File: src/rcb_pkg.sv
// rcb_pkg: constants, register map and state enumeration for the reconfig block model.
// assumes one 250 MHz aclk domain; the reconfig clock is sampled, never used as a clock.
// Function
// image words taken on reconfig clock rising edges
// event state reported as 32-bit enumeration
// state and persona id exposed as outputs
// host may lead with any zero padding words
// host sends header, id, four count words
// wrong header or count word ends failed
// persona id driven from first count word
// image ends in success or failure outcome
// host side activates region while running
// host selects persona from id on success
// activation loads every region register value
// activation value per register or global
// request, ready, run, then done or error
package rcb_pkg;

  // event state; order fixes the encoding 0..7
  typedef enum logic [31:0] {
    RCB_NONE,
    RCB_IDLE,
    RCB_REQUEST,
    RCB_RUNNING,
    RCB_SUCCEEDED,
    RCB_FAILED,
    RCB_EARLY_WITHDRAW,
    RCB_LATE_WITHDRAW
  } rcb_event_t;

  // position inside the image word sequence
  typedef enum logic [2:0] {
    RCB_W_HEADER,
    RCB_W_ID,
    RCB_W_CNT0,
    RCB_W_CNT1,
    RCB_W_CNT2,
    RCB_W_CNT3
  } rcb_step_t;

  // image word constants
  localparam logic [31:0] RCB_PAD_WORD    = 32'h0000_0000;
  localparam logic [31:0] RCB_HEADER_WORD = 32'h0000_A65C;
  localparam logic [31:0] RCB_CNT0_WORD   = 32'h0123_4567;
  localparam logic [31:0] RCB_CNT1_WORD   = 32'h89AB_CDEF;
  localparam logic [31:0] RCB_CNT2_WORD   = 32'h0246_8ACE;
  localparam logic [31:0] RCB_CNT3_WORD   = 32'h1357_9BDF;

  // register byte offsets
  localparam logic [7:0] RCB_OFS_STATE    = 8'h00;
  localparam logic [7:0] RCB_OFS_PERSONA  = 8'h04;
  localparam logic [7:0] RCB_OFS_IRQ_STAT = 8'h08;
  localparam logic [7:0] RCB_OFS_IRQ_MASK = 8'h0C;
  localparam logic [7:0] RCB_OFS_ACT_MODE = 8'h10;
  localparam logic [7:0] RCB_OFS_ACT_USER = 8'h14;
  localparam logic [7:0] RCB_OFS_ACT_CTRL = 8'h18;
  localparam logic [7:0] RCB_OFS_REGION   = 8'h20;

  // region model: number of registers, mode field width
  localparam int          RCB_NREG       = 4;
  localparam int          RCB_MODE_W     = 3;
  localparam int          RCB_MODE_GLOB  = 12;
  // activation modes
  localparam logic [2:0]  RCB_MODE_UNK   = 3'h0;
  localparam logic [2:0]  RCB_MODE_ONE   = 3'h1;
  localparam logic [2:0]  RCB_MODE_ZERO  = 3'h2;
  localparam logic [2:0]  RCB_MODE_RAND  = 3'h3;
  localparam logic [2:0]  RCB_MODE_USER  = 3'h4;
  localparam logic [2:0]  RCB_MODE_GLOBAL = 3'h7;

  // reset values, unknown pattern and lfsr taps
  localparam logic [31:0] RCB_UNK_PATTERN  = 32'hDEAD_BEEF;
  localparam logic [31:0] RCB_LFSR_SEED    = 32'hACE1_2468;
  localparam logic [31:0] RCB_LFSR_TAPS    = 32'h8020_0003;
  localparam logic [14:0] RCB_RST_ACT_MODE = 15'h7FFF;
  localparam logic [0:0]  RCB_RST_ACT_CTRL = 1'h1;
  localparam logic [2:0]  RCB_RST_IRQ_MASK = 3'h0;

  // interrupt status bits
  localparam int RCB_IRQ_OK   = 0;
  localparam int RCB_IRQ_FAIL = 1;
  localparam int RCB_IRQ_WDRW = 2;

  // axi responses
  localparam logic [1:0] RCB_RESP_OKAY   = 2'h0;
  localparam logic [1:0] RCB_RESP_SLVERR = 2'h2;

endpackage

File: src/rcb_top.sv
// rcb_top: reconfig block model with image checker, region model and axi4-lite registers.
// assumes reconfig_clock, reconfig request and image data come from outside aclk's domain,
// and data holds steady for at least a few aclk cycles after each reconfig clock rise.
//
// Our own choices: the placing of the registers and register access over AXI4-Lite.
`timescale 1ns/1ns
module rcb_top (
  // clock and reset
  input  wire logic                  aclk,
  input  wire logic                  aresetn,
  // reconfig link
  input  wire logic                  reconfig_clock,
  input  wire logic                  reconfig_request,
  input  wire logic [31:0]           image_data,
  output logic                       reconfig_ready,
  output logic                       reconfig_done,
  output logic                       reconfig_error,
  // model-only outputs
  output rcb_pkg::rcb_event_t        model_event_state,
  output logic [31:0]                model_persona_id_out,
  // region activation
  output logic                       region_activation,
  // interrupt
  output logic                       irq,
  // axi4-lite write address
  input  wire logic [7:0]            s_axi_awaddr,
  input  wire logic                  s_axi_awvalid,
  output logic                       s_axi_awready,
  // axi4-lite write data
  input  wire logic [31:0]           s_axi_wdata,
  input  wire logic [3:0]            s_axi_wstrb,
  input  wire logic                  s_axi_wvalid,
  output logic                       s_axi_wready,
  // axi4-lite write response
  output logic [1:0]                 s_axi_bresp,
  output logic                       s_axi_bvalid,
  input  wire logic                  s_axi_bready,
  // axi4-lite read address
  input  wire logic [7:0]            s_axi_araddr,
  input  wire logic                  s_axi_arvalid,
  output logic                       s_axi_arready,
  // axi4-lite read data
  output logic [31:0]                s_axi_rdata,
  output logic [1:0]                 s_axi_rresp,
  output logic                       s_axi_rvalid,
  input  wire logic                  s_axi_rready
);
  import rcb_pkg::*;
  logic [2:0]  clk_sync_r;
  logic [2:0]  req_sync_r;
  logic        clk_lvl_r;
  logic        req_lvl_r;
  logic        clk_rise;
  logic [31:0] word_r;
  logic        word_vld_r;
  rcb_event_t  state_r;
  rcb_step_t   step_r;
  logic [31:0] id_r;
  logic [31:0] persona_r;
  logic [2:0]  irq_stat_r;
  logic [2:0]  irq_mask_r;
  logic [2:0]  irq_set;
  logic [14:0] act_mode_r;
  logic [31:0] act_user_r;
  logic [0:0]  act_ctrl_r;
  logic [31:0] lfsr_r;
  logic [31:0] region_r [RCB_NREG];
  logic [7:0]  aw_addr_r;
  logic        aw_have_r;
  logic [31:0] w_data_r;
  logic [3:0]  w_strb_r;
  logic        w_have_r;
  logic        wr_go;
  logic        wr_hit;
  logic [31:0] rd_mux;
  logic        rd_hit;
  logic [31:0] data_sync_r [3];
  // three-stage samplers; only the last two stages are compared
  always_ff @(posedge aclk) begin
    if (!aresetn) begin
      clk_sync_r <= 3'h0;
      req_sync_r <= 3'h0;
      data_sync_r <= '{default: 32'h0};
    end else begin
      clk_sync_r <= {clk_sync_r[1:0], reconfig_clock};
      req_sync_r <= {req_sync_r[1:0], reconfig_request};
      data_sync_r <= '{image_data, data_sync_r[0], data_sync_r[1]};
    end
  end
  // settled levels change only when stages two and three agree
  always_ff @(posedge aclk) begin
    if (!aresetn) begin
      clk_lvl_r <= 1'b0;
      req_lvl_r <= 1'b0;
    end else begin
      if (clk_sync_r[1] == clk_sync_r[2]) clk_lvl_r <= clk_sync_r[2];
      if (req_sync_r[1] == req_sync_r[2]) req_lvl_r <= req_sync_r[2];
    end
  end
  assign clk_rise = clk_sync_r[1] & clk_sync_r[2] & ~clk_lvl_r;
  // word capture at a detected rise; data and clock pass equal stages, so they stay paired
  always_ff @(posedge aclk) begin
    if (!aresetn) begin
      word_r     <= 32'h0;
      word_vld_r <= 1'b0;
    end else begin
      word_vld_r <= clk_rise && state_r == RCB_RUNNING;
      if (clk_rise) word_r <= data_sync_r[2];
    end
  end
  // event state machine
  always_ff @(posedge aclk) begin
    if (!aresetn) begin
      state_r <= RCB_NONE;
    end else begin
      case (state_r)
        RCB_NONE: state_r <= RCB_IDLE;
        RCB_IDLE: if (req_lvl_r) state_r <= RCB_REQUEST;
        RCB_REQUEST: begin
          if (!req_lvl_r) state_r <= RCB_EARLY_WITHDRAW;
          else            state_r <= RCB_RUNNING;
        end
        RCB_RUNNING: begin
          if (!req_lvl_r) begin
            state_r <= RCB_LATE_WITHDRAW;
          end else if (word_vld_r) begin
            case (step_r)
              RCB_W_HEADER: if (word_r != RCB_PAD_WORD && word_r != RCB_HEADER_WORD)
                state_r <= RCB_FAILED;
              RCB_W_ID:   state_r <= RCB_RUNNING;
              RCB_W_CNT0: if (word_r != RCB_CNT0_WORD) state_r <= RCB_FAILED;
              RCB_W_CNT1: if (word_r != RCB_CNT1_WORD) state_r <= RCB_FAILED;
              RCB_W_CNT2: if (word_r != RCB_CNT2_WORD) state_r <= RCB_FAILED;
              RCB_W_CNT3: begin
                if (word_r != RCB_CNT3_WORD) state_r <= RCB_FAILED;
                else                         state_r <= RCB_SUCCEEDED;
              end
              default: state_r <= RCB_FAILED;
            endcase
          end
        end
        // outcomes hold until the host drops its request
        RCB_SUCCEEDED, RCB_FAILED: if (!req_lvl_r) state_r <= RCB_IDLE;
        RCB_EARLY_WITHDRAW, RCB_LATE_WITHDRAW: state_r <= RCB_IDLE;
        default: state_r <= RCB_IDLE;
      endcase
    end
  end
  // step counter; zero words before the header are skipped as padding
  always_ff @(posedge aclk) begin
    if (!aresetn) begin
      step_r <= RCB_W_HEADER;
    end else if (state_r != RCB_RUNNING) begin
      step_r <= RCB_W_HEADER;
    end else if (word_vld_r) begin
      case (step_r)
        RCB_W_HEADER: if (word_r == RCB_HEADER_WORD) step_r <= RCB_W_ID;
        RCB_W_ID:     step_r <= RCB_W_CNT0;
        RCB_W_CNT0:   step_r <= RCB_W_CNT1;
        RCB_W_CNT1:   step_r <= RCB_W_CNT2;
        RCB_W_CNT2:   step_r <= RCB_W_CNT3;
        default:      step_r <= RCB_W_HEADER;
      endcase
    end
  end
  // persona id: caught at the id step, shown once the first count word is taken
  always_ff @(posedge aclk) begin
    if (!aresetn) begin
      id_r      <= 32'h0;
      persona_r <= 32'h0;
    end else if (state_r == RCB_RUNNING && word_vld_r) begin
      if (step_r == RCB_W_ID)   id_r      <= word_r;
      if (step_r == RCB_W_CNT0) persona_r <= id_r;
    end
  end
  // link outputs are decoded from state, no extra delay
  assign model_event_state    = state_r;
  assign model_persona_id_out = persona_r;
  assign reconfig_ready       = state_r == RCB_RUNNING;
  assign reconfig_done        = state_r == RCB_SUCCEEDED;
  assign reconfig_error       = state_r == RCB_FAILED;
  assign region_activation    = act_ctrl_r[0] && state_r == RCB_RUNNING;
  // free-running random source for the random activation mode
  always_ff @(posedge aclk) begin
    if (!aresetn) lfsr_r <= RCB_LFSR_SEED;
    else          lfsr_r <= {lfsr_r[30:0], ^(lfsr_r & RCB_LFSR_TAPS)};
  end
  // region model registers: loaded every cycle while activation is high
  for (genvar g = 0; g < RCB_NREG; g++) begin : g_region
    logic [2:0]  mode;
    logic [31:0] load_val;
    assign mode = (act_mode_r[g*RCB_MODE_W +: RCB_MODE_W] == RCB_MODE_GLOBAL)
                  ? act_mode_r[RCB_MODE_GLOB +: RCB_MODE_W]
                  : act_mode_r[g*RCB_MODE_W +: RCB_MODE_W];
    always_comb begin
      case (mode)
        RCB_MODE_ONE:  load_val = 32'hFFFF_FFFF;
        RCB_MODE_ZERO: load_val = 32'h0000_0000;
        RCB_MODE_RAND: load_val = lfsr_r ^ (lfsr_r << (g + 1));
        RCB_MODE_USER: load_val = act_user_r;
        default:       load_val = RCB_UNK_PATTERN; // synthesizable stand-in for unknown
      endcase
    end
    always_ff @(posedge aclk) begin
      if (!aresetn) begin
        region_r[g] <= 32'h0;
      end else if (region_activation) begin
        region_r[g] <= load_val;
      end else if (wr_go && aw_addr_r == RCB_OFS_REGION + 8'(4 * g)) begin
        region_r[g] <= w_data_r;
      end
    end
  end

  // interrupt events: set beats a same-cycle clear
  assign irq_set[RCB_IRQ_OK]   = state_r == RCB_RUNNING && word_vld_r && step_r == RCB_W_CNT3
                                 && word_r == RCB_CNT3_WORD && req_lvl_r;
  assign irq_set[RCB_IRQ_FAIL] = state_r != RCB_FAILED && state_r == RCB_RUNNING
                                 && req_lvl_r && word_vld_r
                                 && ((step_r == RCB_W_HEADER && word_r != RCB_PAD_WORD
                                      && word_r != RCB_HEADER_WORD)
                                     || (step_r == RCB_W_CNT0 && word_r != RCB_CNT0_WORD)
                                     || (step_r == RCB_W_CNT1 && word_r != RCB_CNT1_WORD)
                                     || (step_r == RCB_W_CNT2 && word_r != RCB_CNT2_WORD)
                                     || (step_r == RCB_W_CNT3 && word_r != RCB_CNT3_WORD));
  assign irq_set[RCB_IRQ_WDRW] = !req_lvl_r && (state_r == RCB_REQUEST
                                                || state_r == RCB_RUNNING);

  always_ff @(posedge aclk) begin
    if (!aresetn) begin
      irq_stat_r <= 3'h0;
    end else if (wr_go && aw_addr_r == RCB_OFS_IRQ_STAT && w_strb_r[0]) begin
      irq_stat_r <= (irq_stat_r & ~w_data_r[2:0]) | irq_set;
    end else begin
      irq_stat_r <= irq_stat_r | irq_set;
    end
  end

  assign irq = |(irq_stat_r & irq_mask_r);

  // axi write: address and data taken in either order, one response after both
  assign s_axi_awready = !aw_have_r;
  assign s_axi_wready  = !w_have_r;
  assign wr_go         = aw_have_r && w_have_r && !s_axi_bvalid;
  assign wr_hit        = aw_addr_r[1:0] == 2'h0
                         && (aw_addr_r <= RCB_OFS_ACT_CTRL
                             || (aw_addr_r >= RCB_OFS_REGION
                                 && aw_addr_r < RCB_OFS_REGION + 8'(4 * RCB_NREG)));

  always_ff @(posedge aclk) begin
    if (!aresetn) begin
      aw_have_r    <= 1'b0;
      w_have_r     <= 1'b0;
      aw_addr_r    <= 8'h0;
      w_data_r     <= 32'h0;
      w_strb_r     <= 4'h0;
      s_axi_bvalid <= 1'b0;
      s_axi_bresp  <= RCB_RESP_OKAY;
    end else begin
      if (s_axi_awvalid && !aw_have_r) begin
        aw_have_r <= 1'b1;
        aw_addr_r <= s_axi_awaddr;
      end
      if (s_axi_wvalid && !w_have_r) begin
        w_have_r <= 1'b1;
        w_data_r <= s_axi_wdata;
        w_strb_r <= s_axi_wstrb;
      end
      if (wr_go) begin
        aw_have_r    <= 1'b0;
        w_have_r     <= 1'b0;
        s_axi_bvalid <= 1'b1;
        s_axi_bresp  <= wr_hit ? RCB_RESP_OKAY : RCB_RESP_SLVERR;
      end else if (s_axi_bvalid && s_axi_bready) begin
        s_axi_bvalid <= 1'b0;
      end
    end
  end

  // writable control registers; full-word writes only, strobe lane 0 gates each
  always_ff @(posedge aclk) begin
    if (!aresetn) begin
      irq_mask_r <= RCB_RST_IRQ_MASK;
      act_mode_r <= RCB_RST_ACT_MODE;
      act_user_r <= 32'h0;
      act_ctrl_r <= RCB_RST_ACT_CTRL;
    end else if (wr_go && w_strb_r[0]) begin
      case (aw_addr_r)
        RCB_OFS_IRQ_MASK: irq_mask_r <= w_data_r[2:0];
        RCB_OFS_ACT_MODE: act_mode_r <= w_data_r[14:0];
        RCB_OFS_ACT_USER: act_user_r <= w_data_r;
        RCB_OFS_ACT_CTRL: act_ctrl_r <= w_data_r[0:0];
        default:          act_ctrl_r <= act_ctrl_r;
      endcase
    end
  end

  // read decode
  always_comb begin
    rd_mux = 32'h0;
    rd_hit = 1'b1;
    case (s_axi_araddr)
      RCB_OFS_STATE:    rd_mux = state_r;
      RCB_OFS_PERSONA:  rd_mux = persona_r;
      RCB_OFS_IRQ_STAT: rd_mux = {29'h0, irq_stat_r};
      RCB_OFS_IRQ_MASK: rd_mux = {29'h0, irq_mask_r};
      RCB_OFS_ACT_MODE: rd_mux = {17'h0, act_mode_r};
      RCB_OFS_ACT_USER: rd_mux = act_user_r;
      RCB_OFS_ACT_CTRL: rd_mux = {31'h0, act_ctrl_r};
      default: begin
        rd_hit = 1'b0;
        for (int i = 0; i < RCB_NREG; i++) begin
          if (s_axi_araddr == RCB_OFS_REGION + 8'(4 * i)) begin
            rd_mux = region_r[i];
            rd_hit = 1'b1;
          end
        end
      end
    endcase
  end

  // axi read: one outstanding read, answer one cycle after the address is taken
  assign s_axi_arready = !s_axi_rvalid;

  always_ff @(posedge aclk) begin
    if (!aresetn) begin
      s_axi_rvalid <= 1'b0;
      s_axi_rdata  <= 32'h0;
      s_axi_rresp  <= RCB_RESP_OKAY;
    end else if (s_axi_arvalid && !s_axi_rvalid) begin
      s_axi_rvalid <= 1'b1;
      s_axi_rdata  <= rd_mux;
      s_axi_rresp  <= rd_hit ? RCB_RESP_OKAY : RCB_RESP_SLVERR;
    end else if (s_axi_rvalid && s_axi_rready) begin
      s_axi_rvalid <= 1'b0;
    end
  end

endmodule
File: config.mk
export PLATFORM = sky130hd
export DESIGN_NAME = rcb_top
export DESIGN_NICKNAME = d
export VERILOG_FILES = /design/src/rcb_pkg.sv /design/src/rcb_top.sv
export SDC_FILE = /design/constraint.sdc
export NUM_CORES = 1
export LEC_CHECK = 0
export BUFFER_PORTS_ARGS = -buffer_cell sky130_fd_sc_hd__buf_4
export CAP_MARGIN = 20
export CORE_ASPECT_RATIO = 1.1
export CORE_MARGIN = 1.5
export CORE_UTILIZATION = 35
export DETAILED_ROUTE_END_ITERATION = 12
export HOLD_SLACK_MARGIN = 0.02
export PLACE_DENSITY = 0.54
export SKIP_LAST_GASP = 1
export SLEW_MARGIN = 20
export SYNTH_ARGS = -nofsm -noshare
export SYNTH_HDL_FRONTEND = slang
export SYNTH_SLANG_ARGS = --single-unit
File: constraint.sdc
create_clock -name aclk -period 3.85 [get_ports aclk]
set_clock_uncertainty 0.15 [all_clocks]
set_input_delay 0.1925 -clock aclk [delete_from_list [all_inputs] [get_ports aclk]]
set_output_delay 0.1925 -clock aclk [all_outputs]
set_load 0.01 [all_outputs]
# Word level (Yosys, flattened, before mapping)
# Memory sizes are Yosys's and may differ from the RTL's.
# Index checks and enable logic that the tools add are counted.
# op_classes
n_mux,67
bitwise,21
n_lt_le_gt_ge,3
reduce_logical,65
n_eq_ne,68
# ops
op,n
$mux W32,20
$pmux W32 S4,5
$pmux W32 S7,1
$pmux W32 S6,1
$xor A32 B32 Y32,4
$eq A32 B2 Y1 const B,2
$eq A32 B3 Y1 const B,2
$eq A8 B6 Y1 const B,8
$eq A8 B5 Y1 const B,6
$logic_and A1 B1 Y1,34
$eq A32 B1 Y1 const B,1
$eq A32 B16 Y1 const B,1
$eq A32 B29 Y1 const B,1
$eq A8 B4 Y1 const B,4
$ne A32 B16 Y1 const B,1
$ne A32 B2 Y1 const B,1
$ne A32 B25 Y1 const B,1
$ne A32 B26 Y1 const B,1
$ne A32 B29 Y1 const B,1
$ne A32 B3 Y1 const B,1
$ne A32 B32 Y1 const B,1
$reduce_bool A32 Y1,1
$reduce_xor A32 Y1,1
$eq A3 B2 Y1 const B,10
32 further kinds,115
# word_totals
wordCells,254
inputBits,93
register_bits,403
ram_bits,128
n_memories,1
# memory_table
name,depth,word_bits,read_ports,rd_clocked_by_memory_dff,wr,line_no,rtl
region_r,4,32,4,0,4,rcb_top.sv:67,logic [31:0] region_r [RCB_NREG];

# Depth between registers and ports, before layout
# depth
ltp_word,10
mapped_depth,11

# Least setup slack after synthesis
# No wires, ideal clock.
# synth_timing
path_type,reg2reg
from,"register state_r[1], in the netlist model_event_state[1]"
to,"memory region_r[2][0], enable pin"
required_ps,3234
arrival_ps,3496
synth_period_minus_slack_ps,4112
stages_incl_launch_ff,8
setup_slack_ps,-262
cell_sequence,dfxtp_1 buf_2 nor2b_4 nand2_2 inv_2 a21oi_4 nand4b_4 o21ai_0
# synth_rtl
element,line_no,rtl
"start, declared",rcb_top.sv:56,rcb_event_t state_r;
"start signal, assigned",rcb_top.sv:114,state_r <= RCB_NONE;
"start signal, assigned",rcb_top.sv:117,RCB_NONE: state_r <= RCB_IDLE;
"start signal, assigned",rcb_top.sv:118,RCB_IDLE: if (req_lvl_r) state_r <= RCB_REQUEST;
"end, declared",rcb_top.sv:67,

==> impl_metrics.xml <==
<?xml version="1.0" encoding="UTF-8"?>
<metrics>
  <group name="status">
    <metric name="run_status" unit="">finished, final reports clean</metric>
  </group>
  <group name="yosys">
    <metric name="cell_types_occupying_the_most_area_after_synthesis" unit="">dfxtp_1, edfxtp_1, nand2_1</metric>
    <metric name="postSynthCellCount" unit="">2430</metric>
    <metric name="synth-edff-count" unit="">128</metric>
    <metric name="synth-seq-cells" unit="">500</metric>
    <metric name="netlist_top_cells_count" unit="">nand2_1, dfxtp_1, a21oi_1</metric>
    <metric name="ys_async_sr_fraction" unit="">0</metric>
    <metric name="synth.yosys.seq_area_share" unit="">0.501</metric>
    <metric name="synthDominantAreaCellType" unit="">dfxtp_1</metric>
    <metric name="yosysMostFrequentCell" unit="">nand2_1</metric>
    <metric name="synth_top_cell_area_share" unit="">0.330</metric>
    <metric name="postSynthAreaPerCell" unit="sq um">9.27</metric>
    <metric name="yosysWarnings" unit="">0</metric>
    <metric name="yosys.cell_types.count" unit="">80</metric>
    <metric name="postSynth.topFlopCell" unit="">dfxtp_1</metric>
    <metric name="synth.cell_area" unit="sq um">22500</metric>
  </group>
  <group name="clock_network">
    <metric name="clock_tree_from_tritoncts" unit="">yes</metric>
    <metric name="quantity_of_gates_resized_following_cts" unit="">0</metric>
    <metric name="clk-insertion-delay-late" unit="ps">630</metric>
    <metric name="ctsHtreeMaxLevel" unit="">2</metric>
    <metric name="cts.clk_slew.worst_paths" unit="ps">60</metric>
    <metric name="clockRootBuffer" unit="">clkbuf_16</metric>
    <metric name="cts.repair_timing.setup_buffer_count" unit="">0</metric>
    <metric name="cts_made_buffers" unit="">55</metric>
    <metric name="clockBufferDepth" unit="">3</metric>
    <metric name="cts.sink_count" unit="">500</metric>
    <metric name="cts_hold_repair.buffers" unit="">102</metric>
  </group>
  <group name="die">
    <metric name="die_height" unit="um">269</metric>
    <metric name="chipWidth" unit="um">245</metric>
    <metric name="die_area" unit="sq um">65900</metric>
    <metric name="core_footprint" unit="sq um">63700</metric>
    <metric name="core.rowCount" unit="">97</metric>
    <metric name="top_level_ports" unit="">203</metric>
    <metric name="floorplan.initialDensity" unit="">0.354</metric>
  </group>
  <group name="setup_path">
    <metric name="critical-path-slowest-cell" unit="">nor3_2</metric>
    <metric name="reg2reg_depth" unit="">9</metric>
    <metric name="critPathCaptureType" unit="">register</metric>
    <metric name="critPathMaxFanout" unit="">9</metric>
    <metric name="r2r_start" unit="">model_event_state[1]</metric>
    <metric name="timing.critical_path.required" unit="ps">4040</metric>
    <metric name="setup.worst_path.start" unit="">model_event_state[1]</metric>
    <metric name="crit_path_cell_trace" unit="">nor2b_4 &gt; nand2_2 &gt; inv_2 &gt; a21oi_4 &gt; nand4b_4 &gt; nor2_2 &gt; nor3_2 &gt; buf_4 &gt; a21oi_1</metric>
    <metric name="setup.worst_path.class" unit="">register to register</metric>
    <metric name="worstSetupStartpointType" unit="">register</metric>
    <metric name="crit_cells" unit="">9</metric>
    <metric name="top_cell_family_by_delay_on_the_critical_path" unit="">simple AND/OR/NAND/NOR gates</metric>
    <metric name="critPathBufInv" unit="">2</metric>
    <metric name="timing.critical_path.arrival" unit="ps">3180</metric>
    <metric name="critical-path-max-stage-delay" unit="ps">640</metric>
  </group>
  <group name="timing">
    <metric name="clock.fmax" unit="MHz">335</metric>
    <metric name="timing.final.setup_violations" unit="">0</metric>
    <metric name="timing.final.hold_violations" unit="">0</metric>
    <metric name="fin_crit_sh" unit="">0.776</metric>
    <metric name="slew_headroom" unit="">0.228</metric>
    <metric name="final_period_minus_worst_setup_slack" unit="ps">2990</metric>
    <metric name="drv_slew" unit="">0</metric>
    <metric name="fin_tns_setup" unit="ps">0</metric>
    <metric name="fin_hold_ws" unit="ps">91.1</metric>
    <metric name="rsz_0062_raised_after_global_routing" unit="">no</metric>
    <metric name="worst_slew_pin_slew" unit="ps">1150</metric>
  </group>
  <group name="job">
    <metric name="timing.max_cap.violations" unit="">0</metric>
  </group>
  <group name="routing">
    <metric name="routed_wirelength" unit="um">76400</metric>
    <metric name="wl_per_cell" unit="um">22.0</metric>
    <metric name="drtAntennaViolNets" unit="">0</metric>
    <metric name="drt_pre_antenna_iters" unit="">7</metric>
    <metric name="number_of_drc_markers_in_iteration_0" unit="">1581</metric>
    <metric name="vias_per_cell" unit="">5.44</metric>
    <metric name="drcViolationCount" unit="">0</metric>
    <metric name="via_count" unit="">18900</metric>
  </group>
  <group name="layout">
    <metric name="post_route_cells_drive_above_1_share" unit="">0.144</metric>
    <metric name="fill_cells" unit="">6242</metric>
    <metric name="insertedDiodeCount" unit="">0</metric>
    <metric name="final-seq-area" unit="sq um">11300</metric>
    <metric name="final_nets" unit="">2684</metric>
    <metric name="multi_input_comb_area" unit="sq um">10300</metric>
    <metric name="syn2layout_area_growth" unit="%">20.9</metric>
  </group>
  <group name="placed_design">
    <metric name="dp.final_hpwl" unit="um">48000</metric>
    <metric name="gp_congestion" unit="">0.879</metric>
    <metric name="port-buffer-count" unit="">168</metric>
  </group>
  <group name="pwr">
    <metric name="power.static_leakage" unit="nW">10.4</metric>
    <metric name="p_per_area" unit="nW/um^2">470</metric>
    <metric name="peakVddDrop" unit="mV">0.322</metric>
  </group>
  <group name="global_route">
    <metric name="globalRouteOverflowTotal" unit="">0</metric>
    <metric name="combined_global_route_utilization_of_all_metal_layers" unit="">0.228</metric>
    <metric name="grt_first_pass_wirelength" unit="um">115000</metric>
    <metric name="grt_antenna_before_repair" unit="">1</metric>
    <metric name="grt_pass1_vias" unit="">18500</metric>
    <metric name="grt_start_max_net_pins" unit="">200</metric>
  </group>
  <group name="hold_path">
    <metric name="min-delay-path-class" unit="">input pin to register</metric>
    <metric name="hold_critical_path_depth" unit="">7</metric>
    <metric name="hold_path_startpoint" unit="">s_axi_araddr[0]</metric>
  </group>
</metrics>
## through the flow
step / std cells / total power (W) / util / instance area (sq um) / setup slack [ps]
floorplan: 2460 / 0.00683 / - / 22600 / -262
global placement: 3272 / 0.00723 / 0.381 / 24300 / 984
detailed placement: 3272 / 0.00726 / 0.381 / 24300 / 957
CTS: 3477 / 0.0129 / 0.427 / 27200 / 942
global route: 3477 / 0.0133 / 0.428 / 27200 / 765
finish: 3477 / 0.0128 / 0.428 / 27200 / 864
## worst min-delay path, cell delays in order
cell	delay (ps)
buf_4	110
nor3_4	60
buf_4	190
nand2_1	70
a21oi_1	60
o21ai_0	70
a21oi_1	60
## kinds of logic (layout without fill, tap and decap cells)
logic type | count (synthesis) | in the layout | synth area share
mux | 85 | 85 | 0.0482
compound gates | 620 | 620 | 0.176
buf+inv | 262 | 438 | 0.0527
fa+ha+maj | 1 | 1 | 0.000555
other cells | 1 | 31 | 0.000166
flops | 500 | 500 | 0.501
simple gates | 839 | 839 | 0.174
xor+xnor | 122 | 122 | 0.0474
## path summary, 6_finish.rpt
check / end / slack (ps)
min: s_axi_rdata[1] / 90
max: region_r[2][31] / 860
max reg2reg: region_r[2][31] / 860
min reg2reg: data_sync_r[59] / 270
## layout by cell type, fill, tap and decap left out, types with 69 or more instances in the layout
cell type      Yosys  routed
a21oi_1          258     257
a221oi_1          76      76
and2_1           126     125
buf_4             37     216
dfxtp_1          372     372
dlygate4sd3_1      0     102
edfxtp_1         128     128
nand2_1          493     491
nor2_1            70      69
o21ai_0          112     110
xor2_1           103     103
## flip-flops by register name (all words and copies together), names as in the netlist, 8 cells and up
name	count
model_persona_id_out	32
word_r	32
region_r	128
w_data_r	32
act_user_r	32
act_mode_r	15
id_r	32
s_axi_rdata	32
data_sync_r	96
lfsr_r	32
aw_addr_r	8
## area by class of cell
cell class,count,area share
flip-flops and latches,500,0.414
multi-input cells,1698,0.376
repair buffers,319,0.0977
clock buffers,79,0.0591
well taps,841,0.0386
clock inverters,24,0.0115
inverters,16,0.00239
## layer usage
layer	global-route usage	routed length (um)	vias to the layer above
li1	-	-	8801
met1	0.287	30600	9001
met2	0.376	36200	903
met3	0.0425	6240	225
met4	0.106	3360	2
met5	0	13	-
## power breakdown
group	switching, W	total [W]	internal (W)
registers	0.000283	0.00608	0.00579
logic	0.000645	0.00117	0.000521
clock network	0.00223	0.00557	0.00333
total	0.00316	0.0128	0.00965
Power figures use the tool's default switching activity.
